$ cat config.mk
export PLATFORM = sky130hd
export DESIGN_NAME = smr_top
export DESIGN_NICKNAME = d
export VERILOG_FILES = /design/src/smr_pkg.sv /design/src/smr_sync_if.sv /design/src/smr_sync.sv /design/src/smr_top.sv
export SDC_FILE = /design/constraint.sdc
export NUM_CORES = 1
export LEC_CHECK = 0
export ABC_AREA = 1
export ABC_CLOCK_PERIOD_IN_PS = 3700
export BUFFER_PORTS_ARGS = -buffer_cell sky130_fd_sc_hd__buf_2
export CAP_MARGIN = 30
export CELL_PAD_IN_SITES_DETAIL_PLACEMENT = 0
export CELL_PAD_IN_SITES_GLOBAL_PLACEMENT = 1
export CORE_AREA = 2 2 92 94
export DETAILED_ROUTE_END_ITERATION = 10
export DIE_AREA = 0 0 94 96
export PLACE_DENSITY_LB_ADDON = 0.1
export SETUP_SLACK_MARGIN = 0.4
export SLEW_MARGIN = 20
export SYNTH_ARGS = -nofsm -noshare
export SYNTH_HDL_FRONTEND = slang
export SYNTH_SLANG_ARGS = --single-unit
$ cat constraint.sdc
create_clock -name i_ref_clk -period 3.7 [get_ports i_ref_clk]
set_input_delay 0.185 -clock i_ref_clk [delete_from_list [all_inputs] [get_ports i_ref_clk]]
set_output_delay 0.185 -clock i_ref_clk [all_outputs]
set_load 0.01 [all_outputs]
$ cat src/smr_pkg.sv
/*
  shared constants and types for the supply monitor reset and interrupt block.
  assumes a single clock domain (the low-speed oscillator clock) and a plain register port.
*/
package smr_pkg;
  // register word offsets
  localparam logic [3:0] ADDR_SETUP = 4'h0;
  localparam logic [3:0] ADDR_STATUS = 4'h1;
  localparam logic [3:0] ADDR_IRQ_STAT = 4'h2;
  localparam logic [3:0] ADDR_IRQ_MASK = 4'h3;
  localparam logic [3:0] ADDR_OPTION = 4'h4;

  // setup register fields
  localparam int SETUP_MODE_BIT = 0;
  localparam int SETUP_LEVEL_BIT = 1;

  // option byte fields
  localparam int OPT_ENABLE_BIT = 0;
  localparam int OPT_OPMODE_LSB = 1;
  localparam int OPT_COUNTED_BIT = 3;

  // interrupt status bit positions
  localparam int IRQ_DETECT_BIT = 0;
  localparam int IRQ_MON1_BIT = 1;
  localparam int IRQ_RESET_BIT = 2;
  localparam int IRQ_W = 3;

  // reset values
  localparam logic SETUP_MODE_RST = 1'b0;
  localparam logic SETUP_LEVEL_RST = 1'b0;
  localparam logic [IRQ_W-1:0] IRQ_MASK_RST = 3'h0;

  // clocks counted before the reset is released in the counted variant
  localparam logic [5:0] RELEASE_COUNT = 6'h20;

  typedef enum logic [1:0] {
    SMR_OP_INT_RESET,
    SMR_OP_RESET,
    SMR_OP_INT
  } smr_opmode_e;
endpackage

$ cat src/smr_sync_if.sv
/*
  carrier between the top and its comparator synchroniser.
  assumes both sides share the low-speed oscillator clock.
*/
`timescale 1ns/10ps
interface smr_sync_if;
  logic above_upper;
  logic above_lower;
  logic above_single;
  logic above_mon1;
  modport prod (output above_upper, output above_lower, output above_single, output above_mon1);
  modport cons (input above_upper, input above_lower, input above_single, input above_mon1);
endinterface

$ cat src/smr_sync.sv
/*
  two-flop synchronisers for the four analog comparator outputs.
  assumes the comparator levels are asynchronous to i_ref_clk.
*/
`timescale 1ns/10ps
module smr_sync (
  input wire logic i_ref_clk,
  input wire logic i_rstn,
  input wire logic i_ce,
  input wire logic [3:0] i_cmp,
  smr_sync_if.prod o_sync
);
  typedef struct packed {
    logic [3:0] meta;
    logic [3:0] stable;
  } smr_sync_s;

  smr_sync_s st_r;
  smr_sync_s st_nxt;

  always_comb begin
    st_nxt = st_r;
    st_nxt.meta = i_cmp;
    st_nxt.stable = st_r.meta; // [RULE16]
  end

  always_ff @(posedge i_ref_clk) begin
    if (!i_rstn) begin
      st_r <= '0;
    end else if (i_ce) begin
      st_r <= st_nxt;
    end
  end

  assign o_sync.above_upper = st_r.stable[0];
  assign o_sync.above_lower = st_r.stable[1];
  assign o_sync.above_single = st_r.stable[2];
  assign o_sync.above_mon1 = st_r.stable[3];
endmodule // smr_sync

$ cat src/smr_top.sv
/*
  supply monitor digital control: internal reset and detection interrupts.
  assumes comparator outputs are asynchronous levels (high = supply above that level),
  the option byte is a static level from nonvolatile storage, and the clock is the
  low-speed oscillator.
*/
// The register offsets and strobed register access were decided locally.
// Contract
// RULE1: in interrupt plus reset mode the internal reset is released when the supply rises to the reset level.
// RULE2: in interrupt plus reset mode the internal reset is asserted when the supply drops to the reset level.
// RULE3: in interrupt plus reset mode an interrupt is raised when the supply reaches the interrupt level.
// RULE4: in the counted variant the reset is released only after 32 clocks counted from reaching the monitor-0 level.
// RULE5: with upper and lower levels the internal reset goes high once the supply rises to the upper level.
// RULE6: with upper and lower levels an interrupt is issued when the supply drops below the upper level.
// RULE7: with upper and lower levels the internal reset goes low when the supply drops below the lower level.
// RULE8: a drop below the upper level makes hardware set the mode select bit and the level select bit to one.
// RULE9: if no reset followed such a drop, software writes both bits back to zero.
// RULE10: in reset-only mode the internal reset goes high once the supply reaches the single level.
// RULE11: in reset-only mode the internal reset goes low when the supply drops below the single level.
// RULE12: in interrupt-only mode every falling and rising crossing of the single level gives an interrupt.
// RULE13: the monitor-1 interrupt is raised on both the drop below and the rise back to the monitor-1 level.
// RULE14: in interrupt-only mode the system should stop or hold reset before the supply leaves its range.
// RULE15: level selection and detector enable come from the nonvolatile option byte, not run-time software.
// RULE16: comparator outputs pass a two-flop synchroniser before any decision.
// RULE17: a detection interrupt is a one-cycle pulse per qualifying crossing.
`timescale 1ns/10ps
module smr_top (
  input wire logic i_ref_clk,
  input wire logic i_rstn,
  input wire logic i_ce,
  input wire logic i_cmp_upper,
  input wire logic i_cmp_lower,
  input wire logic i_cmp_single,
  input wire logic i_cmp_mon1,
  input wire logic [7:0] i_option_byte,
  input wire logic [3:0] i_addr,
  input wire logic [7:0] i_wdata,
  input wire logic i_wr,
  input wire logic i_rd,
  output logic [7:0] o_rdata,
  output logic o_int_rstn,
  output logic o_detect_irq_pulse,
  output logic o_mon1_irq_pulse,
  output logic o_irq
);

  ////////////////////////////////////////////////////////////////////////////////
  // synchronised comparators

  smr_sync_if sync_bus ();

  smr_sync u_sync (
    .i_ref_clk(i_ref_clk),
    .i_rstn(i_rstn),
    .i_ce(i_ce),
    .i_cmp({i_cmp_mon1, i_cmp_single, i_cmp_lower, i_cmp_upper}),
    .o_sync(sync_bus.prod)
  );

  ////////////////////////////////////////////////////////////////////////////////
  // state

  typedef struct packed {
    logic [7:0] option;
    logic opt_loaded;
    logic detect_mode_select;
    logic detect_level_select;
    logic prev_upper;
    logic prev_single;
    logic prev_mon1;
    logic [2:0] armed;
    logic [5:0] release_cnt;
    logic int_rstn;
    logic detect_pulse;
    logic mon1_pulse;
    logic [smr_pkg::IRQ_W-1:0] irq_stat;
    logic [smr_pkg::IRQ_W-1:0] irq_mask;
    logic irq;
    logic [7:0] rdata;
  } smr_top_s;

  smr_top_s st_r;
  smr_top_s st_nxt;

  logic detector_enable_bit;
  logic counted_variant;
  smr_pkg::smr_opmode_e opmode;
  logic upper_now;
  logic single_now;
  logic mon1_now;
  logic reset_level_ok;
  logic upper_fall;
  logic single_fall;
  logic single_rise;
  logic mon1_edge;
  logic edges_ok;
  logic ev_detect;
  logic reset_fall;
  logic [smr_pkg::IRQ_W-1:0] events;

  // option byte is frozen after the first enabled cycle so a glitch on the
  // nonvolatile read-out cannot change the mode in service
  assign detector_enable_bit = st_r.option[smr_pkg::OPT_ENABLE_BIT]; // [RULE15]
  assign counted_variant = st_r.option[smr_pkg::OPT_COUNTED_BIT];
  assign upper_now = sync_bus.above_upper;
  assign single_now = sync_bus.above_single;
  assign mon1_now = sync_bus.above_mon1;
  // sync stages and prev copies start at zero, so edges seen before they hold real
  // samples would raise a false interrupt right after reset
  assign edges_ok = st_r.armed[2];

  always_comb begin
    case (st_r.option[smr_pkg::OPT_OPMODE_LSB +: 2])
      2'h0: opmode = smr_pkg::SMR_OP_INT_RESET;
      2'h1: opmode = smr_pkg::SMR_OP_RESET;
      default: opmode = smr_pkg::SMR_OP_INT;
    endcase
  end

  assign upper_fall = st_r.prev_upper & ~upper_now & edges_ok;
  assign single_fall = st_r.prev_single & ~single_now & edges_ok;
  assign single_rise = ~st_r.prev_single & single_now & edges_ok;
  assign mon1_edge = (st_r.prev_mon1 ^ mon1_now) & edges_ok; // [RULE13]

  ////////////////////////////////////////////////////////////////////////////////
  // reset level and detection events

  always_comb begin
    reset_level_ok = 1'b1;
    ev_detect = 1'b0;
    case (opmode)
      smr_pkg::SMR_OP_INT_RESET: begin
        // reset follows the lower comparator once the upper level has released it
        if (st_r.int_rstn) begin
          reset_level_ok = sync_bus.above_lower; // [RULE2] [RULE7]
        end else begin
          reset_level_ok = upper_now; // [RULE1] [RULE5]
        end
        ev_detect = upper_fall; // [RULE3] [RULE6]
      end
      smr_pkg::SMR_OP_RESET: begin
        reset_level_ok = single_now; // [RULE10] [RULE11]
      end
      smr_pkg::SMR_OP_INT: begin
        // reset is left to the external reset pin in this mode
        ev_detect = single_fall | single_rise; // [RULE12]
      end
      default: begin
        reset_level_ok = 1'b1;
      end
    endcase
    if (!detector_enable_bit) begin
      reset_level_ok = 1'b1;
      ev_detect = 1'b0;
    end
  end

  assign reset_fall = st_r.int_rstn & ~reset_level_ok;

  always_comb begin
    events = '0;
    events[smr_pkg::IRQ_DETECT_BIT] = ev_detect;
    events[smr_pkg::IRQ_MON1_BIT] = mon1_edge & detector_enable_bit;
    events[smr_pkg::IRQ_RESET_BIT] = reset_fall;
  end

  ////////////////////////////////////////////////////////////////////////////////
  // next state

  always_comb begin
    st_nxt = st_r;

    if (!st_r.opt_loaded) begin
      st_nxt.option = i_option_byte; // [RULE15]
      st_nxt.opt_loaded = 1'b1;
    end

    st_nxt.prev_upper = upper_now;
    st_nxt.prev_single = single_now;
    st_nxt.prev_mon1 = mon1_now;
    st_nxt.armed = {st_r.armed[1:0], 1'b1};

    // internal reset with optional counted release; held low until the mode is known,
    // otherwise a disabled-looking empty option would release it for one cycle
    if (!st_r.opt_loaded) begin
      st_nxt.int_rstn = 1'b0;
    end else if (!reset_level_ok) begin
      st_nxt.int_rstn = 1'b0;
      st_nxt.release_cnt = '0;
    end else if (!st_r.int_rstn) begin
      if (!counted_variant) begin
        st_nxt.int_rstn = 1'b1;
      end else if (st_r.release_cnt == smr_pkg::RELEASE_COUNT - 6'h01) begin
        st_nxt.int_rstn = 1'b1; // [RULE4]
        st_nxt.release_cnt = '0;
      end else begin
        st_nxt.release_cnt = st_r.release_cnt + 6'h01; // [RULE4]
      end
    end

    // one pulse per crossing because edges are taken on the synchronised level
    st_nxt.detect_pulse = ev_detect; // [RULE17]
    st_nxt.mon1_pulse = events[smr_pkg::IRQ_MON1_BIT]; // [RULE17]

    // software write of setup bits, hardware set wins afterwards
    if (i_wr && i_addr == smr_pkg::ADDR_SETUP) begin
      st_nxt.detect_mode_select = i_wdata[smr_pkg::SETUP_MODE_BIT]; // [RULE9]
      st_nxt.detect_level_select = i_wdata[smr_pkg::SETUP_LEVEL_BIT]; // [RULE9]
    end
    if (opmode == smr_pkg::SMR_OP_INT_RESET && ev_detect) begin
      st_nxt.detect_mode_select = 1'b1; // [RULE8]
      st_nxt.detect_level_select = 1'b1; // [RULE8]
    end

    if (i_wr && i_addr == smr_pkg::ADDR_IRQ_MASK) begin
      st_nxt.irq_mask = i_wdata[smr_pkg::IRQ_W-1:0];
    end
    // write one to clear, a simultaneous event keeps the bit set
    st_nxt.irq_stat = st_r.irq_stat;
    if (i_wr && i_addr == smr_pkg::ADDR_IRQ_STAT) begin
      st_nxt.irq_stat = st_r.irq_stat & ~i_wdata[smr_pkg::IRQ_W-1:0];
    end
    st_nxt.irq_stat = st_nxt.irq_stat | events;
    st_nxt.irq = |(st_nxt.irq_stat & st_nxt.irq_mask);

    st_nxt.rdata = 8'h00;
    if (i_rd) begin
      case (i_addr)
        smr_pkg::ADDR_SETUP: begin
          st_nxt.rdata[smr_pkg::SETUP_MODE_BIT] = st_r.detect_mode_select;
          st_nxt.rdata[smr_pkg::SETUP_LEVEL_BIT] = st_r.detect_level_select;
        end
        smr_pkg::ADDR_STATUS: begin
          st_nxt.rdata = {2'h0, st_r.release_cnt == 6'h00 ? 1'b0 : 1'b1, mon1_now,
                          single_now, sync_bus.above_lower, upper_now, st_r.int_rstn};
        end
        smr_pkg::ADDR_IRQ_STAT: st_nxt.rdata[smr_pkg::IRQ_W-1:0] = st_r.irq_stat;
        smr_pkg::ADDR_IRQ_MASK: st_nxt.rdata[smr_pkg::IRQ_W-1:0] = st_r.irq_mask;
        smr_pkg::ADDR_OPTION: st_nxt.rdata = st_r.option;
        default: st_nxt.rdata = 8'h00;
      endcase
    end
  end

  ////////////////////////////////////////////////////////////////////////////////
  // registers

  always_ff @(posedge i_ref_clk) begin
    if (!i_rstn) begin
      st_r <= '0;
      st_r.detect_mode_select <= smr_pkg::SETUP_MODE_RST;
      st_r.detect_level_select <= smr_pkg::SETUP_LEVEL_RST;
      st_r.irq_mask <= smr_pkg::IRQ_MASK_RST;
    end else if (i_ce) begin
      st_r <= st_nxt;
    end
  end

  assign o_rdata = st_r.rdata;
  assign o_int_rstn = st_r.int_rstn;
  assign o_detect_irq_pulse = st_r.detect_pulse;
  assign o_mon1_irq_pulse = st_r.mon1_pulse;
  assign o_irq = st_r.irq;

endmodule // smr_top

==> results of run 1 <==
path summary, 6_finish.rpt:
kind | startpoint | to
worst max-delay path | o_int_rstn | st_r[18]
worst min-delay path | i_option_byte[6] | st_r[39]
worst max register to register | o_int_rstn | st_r[18]
worst min register to register | st_r[37] | st_r[37]
power groups by stage:
stage	combinational, mW	clock (mW)	sequential (mW)
detailed placement	0.130	0	0.573
finish	0.129	0.441	0.561
global route	0.150	0.478	0.565
CTS	0.130	0.458	0.561
global placement	0.129	0	0.573
floorplan	0.0894	0	0.569
registers in the layout, summed over array words and instances (netlist names):
signal	flops
o_rdata	8
u_sync.o_sync.above_lower	1
st_nxt	2
detector_enable_bit	1
edges_ok	1
st_r	23
u_sync.o_sync.above_single	1
u_sync.o_sync.above_upper	1
counted_variant	1
u_sync.st_nxt	4
o_mon1_irq_pulse	1
u_sync.o_sync.above_mon1	1
o_detect_irq_pulse	1
o_int_rstn	1
o_irq	1
layout make-up:
type | count | share of cell area (%)
clock buffer | 5 | 2.55
clock inverter | 2 | 2.23
inverter | 43 | 5.98
multi-input combinational | 239 | 41.7
sequential | 48 | 35.6
tap | 105 | 4.87
timing repair buffer | 37 | 7.05
placed cells by master, fill, tap and decap left out:
| cell type | instances |
|---|---|
| a21oi_1 | 29 |
| a32oi_1 | 2 |
| buf_2 | 35 |
| buf_4 | 2 |
| bufinv_16 | 2 |
| clkbuf_8 | 5 |
| dfxtp_1 | 48 |
| ha_1 | 2 |
| inv_1 | 42 |
| inv_2 | 1 |
| nand2_1 | 74 |
| nand2_2 | 3 |
| nand2_4 | 3 |
| nand3_1 | 18 |
| nand3_2 | 1 |
| nand3b_1 | 3 |
| nand4_1 | 10 |
| nor2_1 | 54 |
| nor2_2 | 1 |
| nor2_4 | 1 |
| nor3_1 | 2 |
| o211a_1 | 1 |
| o211ai_1 | 3 |
| o21ai_0 | 30 |
| o21ai_1 | 2 |
per-stage QoR:
step | cells | worst slack (ns)
6_report | 479 | 2.25
5_1_grt | 479 | 2.08
4_1_cts | 479 | 2.22
3_5_place_dp | 472 | 2.19
3_3_place_gp | 472 | 2.20
2_1_floorplan | 350 | 2.45
cell families after synthesis:
family                   Yosys count
AO/OA/AOI/OAI                     67
buffers and inverters             63
adder cells (fa/ha/maj)            2
flip-flops                        48
AND/OR/NAND/NOR                  170
tightest hold or removal path, delay by kind of cell:
| kind | cells | cell delay, ns |
|---|---|---|
| buf+inv | 1 | 0.08 |
| simple gates | 2 | 0.11 |
synth_stat cells:
cell	number	area [µm²]
a21oi_1	29	145
a32oi_1	2	17.5
buf_2	3	15.0
buf_4	8	60.1
clkbuf_1	8	30.0
clkbuf_8	1	13.8
dfxtp_1	48	961
ha_1	2	25.0
inv_1	42	158
inv_2	1	3.75
nand2_1	74	278
nand2_2	3	18.8
nand2_4	3	33.8
nand3_1	18	90.1
nand3_2	1	10.0
nand3b_1	3	22.5
nand4_1	10	62.6
nor2_1	54	203
nor2_2	1	6.26
nor2_4	1	11.3
nor3_1	2	10.0
o211a_1	1	10.0
o211ai_1	3	22.5
o21ai_0	30	150
o21ai_1	2	10.0
routing by layer:
metal  vias up  global-route usage, %  share of wire, %
li1       1165                      -                 -
met1       970                   21.4                55
met2        35                   22.6                40
met3         4                   2.58               3.4
met4         0                   3.86               1.2
met5         -                      0                 0
==> impl_metrics.tcl, run 1 <==
set metrics [dict create \
    synthXorXnorAreaFrac_pct 0 \
    dpl_cell_area_um2 2570 \
    start_kind "flop" \
    reg2reg_setup_slack_ns 2.25 \
    synthMuxAreaShare_pct 0 \
    whs_path_depth 3 \
    finish.utilization_pct 33.5 \
    die_w_um 94 \
    root_buffer "clkbuf_8" \
    clkLatencyLatePin_ns 0.29 \
    cts_setup_buffers 0 \
    synth-simple-area-share_pct 31.5 \
    ios 41 \
    core-area_um2 8050 \
    area_growth_pct 14.0 \
    status "complete, no violations" \
    critical_path.slowest_cell "dfxtp_1" \
    hold_buffers 0 \
    cap_violations 0 \
    synth_compound_area_share_pct 15.0 \
    cp-end-kind "flop" \
    cts_tree "done" \
    initial_utilization_pct 29.4 \
    clkPwrFrac_pct 39.0 \
    avgViaCountPerCell 4.54 \
    worst_pin_slew_ns 0.576 \
    firstDrtPassIters 4 \
    synth_fa_ha_area_share_pct 1.06 \
    hold_ws_ns 0.107 \
    ctsResizeCount 0 \
    netlist_area_um2 2370 \
    fp.dieH_um 96 \
    ff_latch_area_um2 961 \
    path_buf_inv 1 \
    power.switching_uw 278 \
    slew_viol_final 0 \
    path_class "flop to flop" \
    final.setup.tns_ns 0 \
    ant_nets 0 \
    clk_path_buf_depth 2 \
    diodes 0 \
    finalPower_mw 1.13 \
    cp_common_cell "nand2_4" \
    hpwlAfterDp_um 4460 \
    h-tree-depth 2 \
    fin_nets 405 \
    io_buffers 35 \
    row_count 33 \
    hold_path.class "input port to flop" \
    cts-buffers-inserted 5 \
    clkTransAtPathRegs_ns 0.09 \
    wl_per_cell_um 12.8 \
    grt_pass1_vias 2081 \
    ys_warn_count 0 \
    p_int_uw 852 \
    swShare_pct 24.6 \
    rsz0062_at_grt "false" \
    skew_ns 0.00793 \
    cp_slowest_stage_delay_ns 0.52 \
    p_per_area_nw_per_um2 419 \
    ys_seq_area_share_pct 40.6 \
    rr_worst_depth 9 \
    power_leakage_nw 1.28 \
    final_cell_area_um2 2700 \
    final.fill_count 949 \
    cp.depth 9 \
    avgSynthCellArea_um2 6.76 \
    combPwrFrac_pct 11.4 \
    syn_inst 350 \
    grt_usage_pct 14.8 \
    grt_pass1_wl_um 10400 \
    place.gp.congestion 0.742 \
    drt_iter0_drc 87 \
    max_freq_mhz 692 \
    period_minus_slack_ns 1.45 \
    ys_types 25 \
    synth_top_family_by_area "simple AND/OR/NAND/NOR gates" \
    die-area_um2 9020 \
    finalCritPeriodShare_pct 39.1 \
    path_cells "inv_2, nand2_2, nand3_2, nand2_2, nand2_4, nand2_4, nand2_4, o21ai_1, nor2_1" \
    setup-violations-final 0 \
    arrival_ns 1.64 \
    drt-total-wl_um 6150 \
    grt_start_max_net_pins 36 \
    vdd_drop_max_v 0.000187 \
    ys_ff_latch 48 \
    path_max_fanout 8 \
    drive_above_1_share_pct 14.4 \
    seqPwrFrac_pct 49.6 \
    vias 2174 \
    grt_overflow 0 \
    slew_headroom_pct 61.6 \
    antenna_found_initial 0 \
    required_ns 3.89 \
    cpLargestDelayFamily "simple AND/OR/NAND/NOR gates" \
    clock_sink_count 48 \
    synth_fp_nets 381 \
    drc 0 \
    hold_viol 0 \
    multi_input_area_um2 1130 \
]
Power figures use the tool's default switching activity.
==> run 2, diff against run 1 <==
- ABC_CLOCK_PERIOD_IN_PS: 3700 -> 1300
- clock period: 3.7 -> 1.3 ns (I/O delays scaled with it)
==> run 2 against run 1 <==
Net effect: wire length rose by 4.8%; first-iteration DRC count rose by 11%; utilization rose by 6.2 points; clock skew fell by 0.0039 ns; setup slack got worse by 2.2 ns; sequential power rose to 2.9 times the previous value; clock power rose by 130%; via count rose by 6.9%; critical path depth did not move; largest cell class unchanged; highest routed layer unchanged.
==> impl_metrics.tcl, run 2 (synthesized netlist as in run 1, its figures left out) <==
set metrics [dict create \
    status "complete, no violations" \
    layout_common_cells "64 x nand2_1, 48 x nor2_1, 36 x inv_1, 34 x buf_2, 31 x dfxtp_1" \
    fin_nets 436 \
    path_class "flop to flop" \
    grt_pass1_vias 2148 \
    antenna_found_initial 0 \
    worst_pin_slew_ns 0.473 \
    place_ws_ns 0.0362 \
    root_buffer "clkbuf_8" \
    hold_viol 0 \
    hold_path.class "input port to flop" \
    row_count 33 \
    cts-buffers-inserted 5 \
    h-tree-depth 2 \
    placedCellCount 482 \
    arrival_ns 1.45 \
    setup-violations-final 0 \
    drive_above_1_share_pct 33.0 \
    cp-end-kind "flop" \
    skew_ns 0.00400 \
    clk_path_buf_depth 2 \
    wl_per_cell_um 12.6 \
    area_growth_pct 35.0 \
    path_max_fanout 5 \
    max_freq_mhz 799 \
    grt_overflow 0 \
    initial_utilization_pct 29.4 \
    period_minus_slack_ns 1.25 \
    clock_sink_count 48 \
    start_kind "flop" \
    clkTransAtPathRegs_ns 0.09 \
    reg2reg_setup_slack_ns 0.05 \
    slew_headroom_pct 68.4 \
    seqPwrFrac_pct 51.3 \
    combPwrFrac_pct 16.6 \
    fp.dieH_um 96 \
    grt_usage_pct 15.2 \
    rsz0062_at_grt "true" \
    cap_violations 0 \
    core-area_um2 8050 \
    swShare_pct 27.6 \
    hpwlAfterDp_um 4480 \
    final_cell_area_um2 3200 \
    required_ns 1.50 \
    clkLatencyLatePin_ns 0.30 \
    power_leakage_nw 1.47 \
    dpl_cell_area_um2 2690 \
    p_int_mw 2.26 \
    drc 0 \
    finalCritPeriodShare_pct 96.2 \
    drt_iter0_drc 97 \
    place.gp.congestion 0.804 \
    grt_pass1_wl_um 10600 \
    fin_ws_ns 0.0488 \
    avgViaCountPerCell 4.55 \
    largest_register "st_r" \
    vdd_drop_max_v 0.000415 \
    mostFrequentLayoutCell "nand2_1" \
    largest_reg_flops 23 \
    die-area_um2 9020 \
    ant_nets 0 \
    hold_ws_ns 0.0240 \
    cts_tree "done" \
    io_buffers 35 \
    clkPwrFrac_pct 32.0 \
    fin_cells 511 \
    power.switching_uw 863 \
    vias 2325 \
    diodes 0 \
    die_w_um 94 \
    p_per_area_nw_per_um2 977 \
    firstDrtPassIters 4 \
    slew_viol_final 0 \
    grt_start_max_net_pins 35 \
    drt-total-wl_um 6450 \
    ios 41 \
]
-- run 2: cell count changes in the layout (fill, tap and decap cells not counted), sizes merged --
cell         change
buf             +23
dlygate4sd3      +8
bufinv           -2
clkbuf           +2
clkinv           +2
inv              -1
-- run 2: power groups by stage --
stage                     registers, mW  logic [mW]  clock network (mW)
after floorplan                    1.62       0.259                   0
after global placement             1.63       0.399                   0
after detailed placement           1.63       0.400                   0
after CTS                          1.60       0.485                1.06
after global routing               1.61       0.584                1.11
final                              1.60       0.520                1.00
-- run 2: worst paths after layout --
path | from | cells after the start | end
max reg2reg | o_int_rstn | 9 | st_r[19]
min reg2reg | st_r[37] | 2 | st_r[37]
max | o_int_rstn | 9 | st_r[19]
min | i_option_byte[4] | 3 | st_r[37]
-- run 2: area by class of cell --
cell class              instances  area, µm²
well taps                     105        131
inverters                      43        169
flip-flops and latches         48        997
clock inverters                 1       5.00
fillers                       877       4860
multi-input cells             239       1320
clock buffers                   7       97.6
repair buffers                 68        472
-- run 2: worst max-delay path: stages, from the launching register on --
cell	delay, ns
dfxtp_4	0.38
inv_2	0.07
nand2_2	0.05
nand3_2	0.08
nand2_4	0.06
nand2_4	0.10
nand2_4	0.09
buf_4	0.15
a21oi_1	0.12
nor2_1	0.06
-- run 2: repair_timing --
| action | CTS | global route |
|---|---|---|
| resized for setup | 36 | 39 |
| hold buffers | 8 | 0 |
| hold endpoints to repair | 8 | 0 |
| buffers inserted | 12 | 1 |
| setup endpoints to repair | 28 | 32 |
| pin swaps | 20 | 23 |
| gates cloned | 0 | 0 |
-- run 2: stage by stage --
| step | utilization (%) | total power [mW] | TNS, ns |
|---|---|---|---|
| 4_1_cts | 38.2 | 3.15 | 0 |
| 5_1_grt | 39.7 | 3.31 | -0.183 |
| 3_5_place_dp | 33.4 | 2.03 | 0 |
| 3_3_place_gp | 33.4 | 2.03 | 0 |
| 6_report | 39.7 | 3.12 | 0 |
| 2_1_floorplan | - | 1.88 | 0 |
-- run 2: per-layer routing --
layer  global-route usage, %  up-vias  wire [µm]
met2                    23.9       36       2850
met3                    2.82        5        197
li1                        -     1230          -
met1                    21.7     1054       3340
met5                       0        -          0
met4                    3.50        0         61
==> run 3, diff against run 2 <==
- SETUP_SLACK_MARGIN: 0.4 -> default
==> run 3 against run 2 <==
Net effect: highest routed layer unchanged; non-clock buffer count is 5 lower; via count decreased by 1.2%; combinational power down 16%; setup slack better by 0.0010 ns; die area did not move; critical path type unchanged; clock power decreased by 9%; sequential share of layout area increased by 1.6 points; critical endpoint is now st_r[23]; sequential cell count stayed put; power down 5.7%; critical path depth unchanged; utilization is 3.0 points lower; first-iteration DRC count down 28%.
==> impl_metrics.tcl, run 3 (synthesized netlist as in run 1, its figures left out) <==
set metrics [dict create \
    status "complete, no violations" \
    hold_ws_ns 0.0330 \
    grt_usage_pct 14.6 \
    clk_path_buf_depth 2 \
    period_minus_slack_ns 1.25 \
    setup-violations-final 0 \
    rsz0062_at_grt "true" \
    grt_overflow 0 \
    required_ns 1.50 \
    diodes 0 \
    finalCritPeriodShare_pct 96.2 \
    skew_ns 0.00786 \
    initial_utilization_pct 29.4 \
    clock_sink_count 48 \
    hold_viol 0 \
    worst_pin_slew_ns 0.339 \
    cp-end-kind "flop" \
    ios 41 \
    root_buffer "clkbuf_8" \
    arrival_ns 1.45 \
    power_leakage_nw 1.40 \
    die-area_um2 9020 \
    fp.dieH_um 96 \
    mostFrequentLayoutCell "nand2_1" \
    final.fill_count 901 \
    drt-total-wl_um 6280 \
    layout_common_cells "70 x nand2_1, 51 x nor2_1, 42 x dfxtp_1, 41 x inv_1, 35 x buf_2" \
    core-area_um2 8050 \
    area_growth_pct 24.8 \
    ant_nets 0 \
    fin_nets 431 \
    firstDrtPassIters 4 \
    slew_headroom_pct 77.4 \
    die_w_um 94 \
    drc 0 \
    path_max_fanout 4 \
    drt_iter0_drc 70 \
    h-tree-depth 2 \
    row_count 33 \
    vdd_drop_max_v 0.000536 \
    slew_viol_final 0 \
    path_class "flop to flop" \
    hpwlAfterDp_um 4580 \
    seqPwrFrac_pct 54.2 \
    antenna_found_initial 0 \
    cts_tree "done" \
    grt_start_max_net_pins 35 \
    start_kind "flop" \
    hold_path.class "input port to flop" \
    swShare_pct 28.5 \
    avgViaCountPerCell 4.54 \
    place.gp.congestion 0.787 \
    clkLatencyLatePin_ns 0.30 \
    clkPwrFrac_pct 31.0 \
    vias 2298 \
    dpl_cell_area_um2 2700 \
    power.switching_uw 840 \
    p_int_mw 2.11 \
    final_cell_area_um2 2960 \
    grt_pass1_vias 2112 \
    max_freq_mhz 800 \
    io_buffers 35 \
    cts-buffers-inserted 5 \
    cap_violations 0 \
    final.setup.tns_ns 0 \
    wl_per_cell_um 12.4 \
    clkTransAtPathRegs_ns 0.10 \
    combPwrFrac_pct 14.8 \
    drive_above_1_share_pct 22.2 \
    grt_pass1_wl_um 10200 \
    largest_register "st_r" \
    largest_reg_flops 23 \
    p_per_area_nw_per_um2 997 \
]
==> run 3: cell count changes in the layout (fill, tap and decap cells not counted), moves of 6 or more <==
cell | before | now
dfxtp_1 | 31 | 42
a21oi_1 | 22 | 29
o21ai_0 | 22 | 30
dfxtp_2 | 11 | 5
buf_6 | 7 | 1
a21oi_2 | 7 | 0
nand2_1 | 64 | 70
==> run 3: per-layer routing <==
metal | GRT usage (%) | wire length [µm]
met4 | 3.99 | 73
met1 | 20.3 | 3290
met5 | 0 | 0
met2 | 23.0 | 2690
met3 | 3.05 | 223
==> run 3: power groups by stage <==
stage               clock network (mW)  logic (mW)  registers, mW
global route                      1.01       0.496           1.61
global placement                     0       0.414           1.62
detailed placement                   0       0.414           1.62
CTS                              0.952       0.435           1.59
floorplan                            0       0.255           1.62
finish                           0.912       0.437           1.60
==> run 3: timing repair <==
action | CTS | global route
hold endpoints to repair | 8 | 0
hold buffers | 8 | 0
setup endpoints to repair | 7 | 11
pin swaps | 0 | 9
buffers inserted | 0 | 1
resized for setup | 3 | 22
==> run 3: final cells by class <==
class / instances / area [µm²] / area share, %
Clock buffer: 6 / 72.6 / 2.46
Clock inverter: 2 / 16.3 / 0.550
Inverter: 43 / 161 / 5.46
Multi-Input combinational cell: 239 / 1190 / 40.4
Sequential cell: 48 / 971 / 32.9
Tap cell: 105 / 131 / 4.45
Timing Repair Buffer: 63 / 409 / 13.8
==> run 3: metrics by stage <==
step | utilization [%] | worst slack (ns) | std cells | power (mW)
3_3_place_gp | 33.5 | -0.0193 | 489 | 2.04
6_report | 36.7 | 0.0499 | 506 | 2.95
2_1_floorplan | - | 0.0494 | 350 | 1.87
4_1_cts | 35.7 | 0.00632 | 505 | 2.98
5_1_grt | 36.7 | -0.111 | 506 | 3.11
3_5_place_dp | 33.5 | -0.0512 | 489 | 2.04
==> run 3: final timing paths <==
path              slack [ns]             start  cells after the start        to
setup reg to reg        0.05          st_r[19]                      9  st_r[23]
setup / recovery        0.05          st_r[19]                      9  st_r[23]
hold / removal          0.03  i_option_byte[4]                      3  st_r[37]
hold reg to reg         0.46          st_r[37]                      2  st_r[37]
==> run 3: worst max-delay path, cell delays in order (launching register included) <==
cell and delay, ns:
dfxtp_4 0.40, ha_4 0.14, nand2_2 0.05, inv_2 0.09, nand2_4 0.06, nor2_4 0.12
nand3b_1 0.12, nor2_1 0.05, nor2_1 0.09, nor2_1 0.05
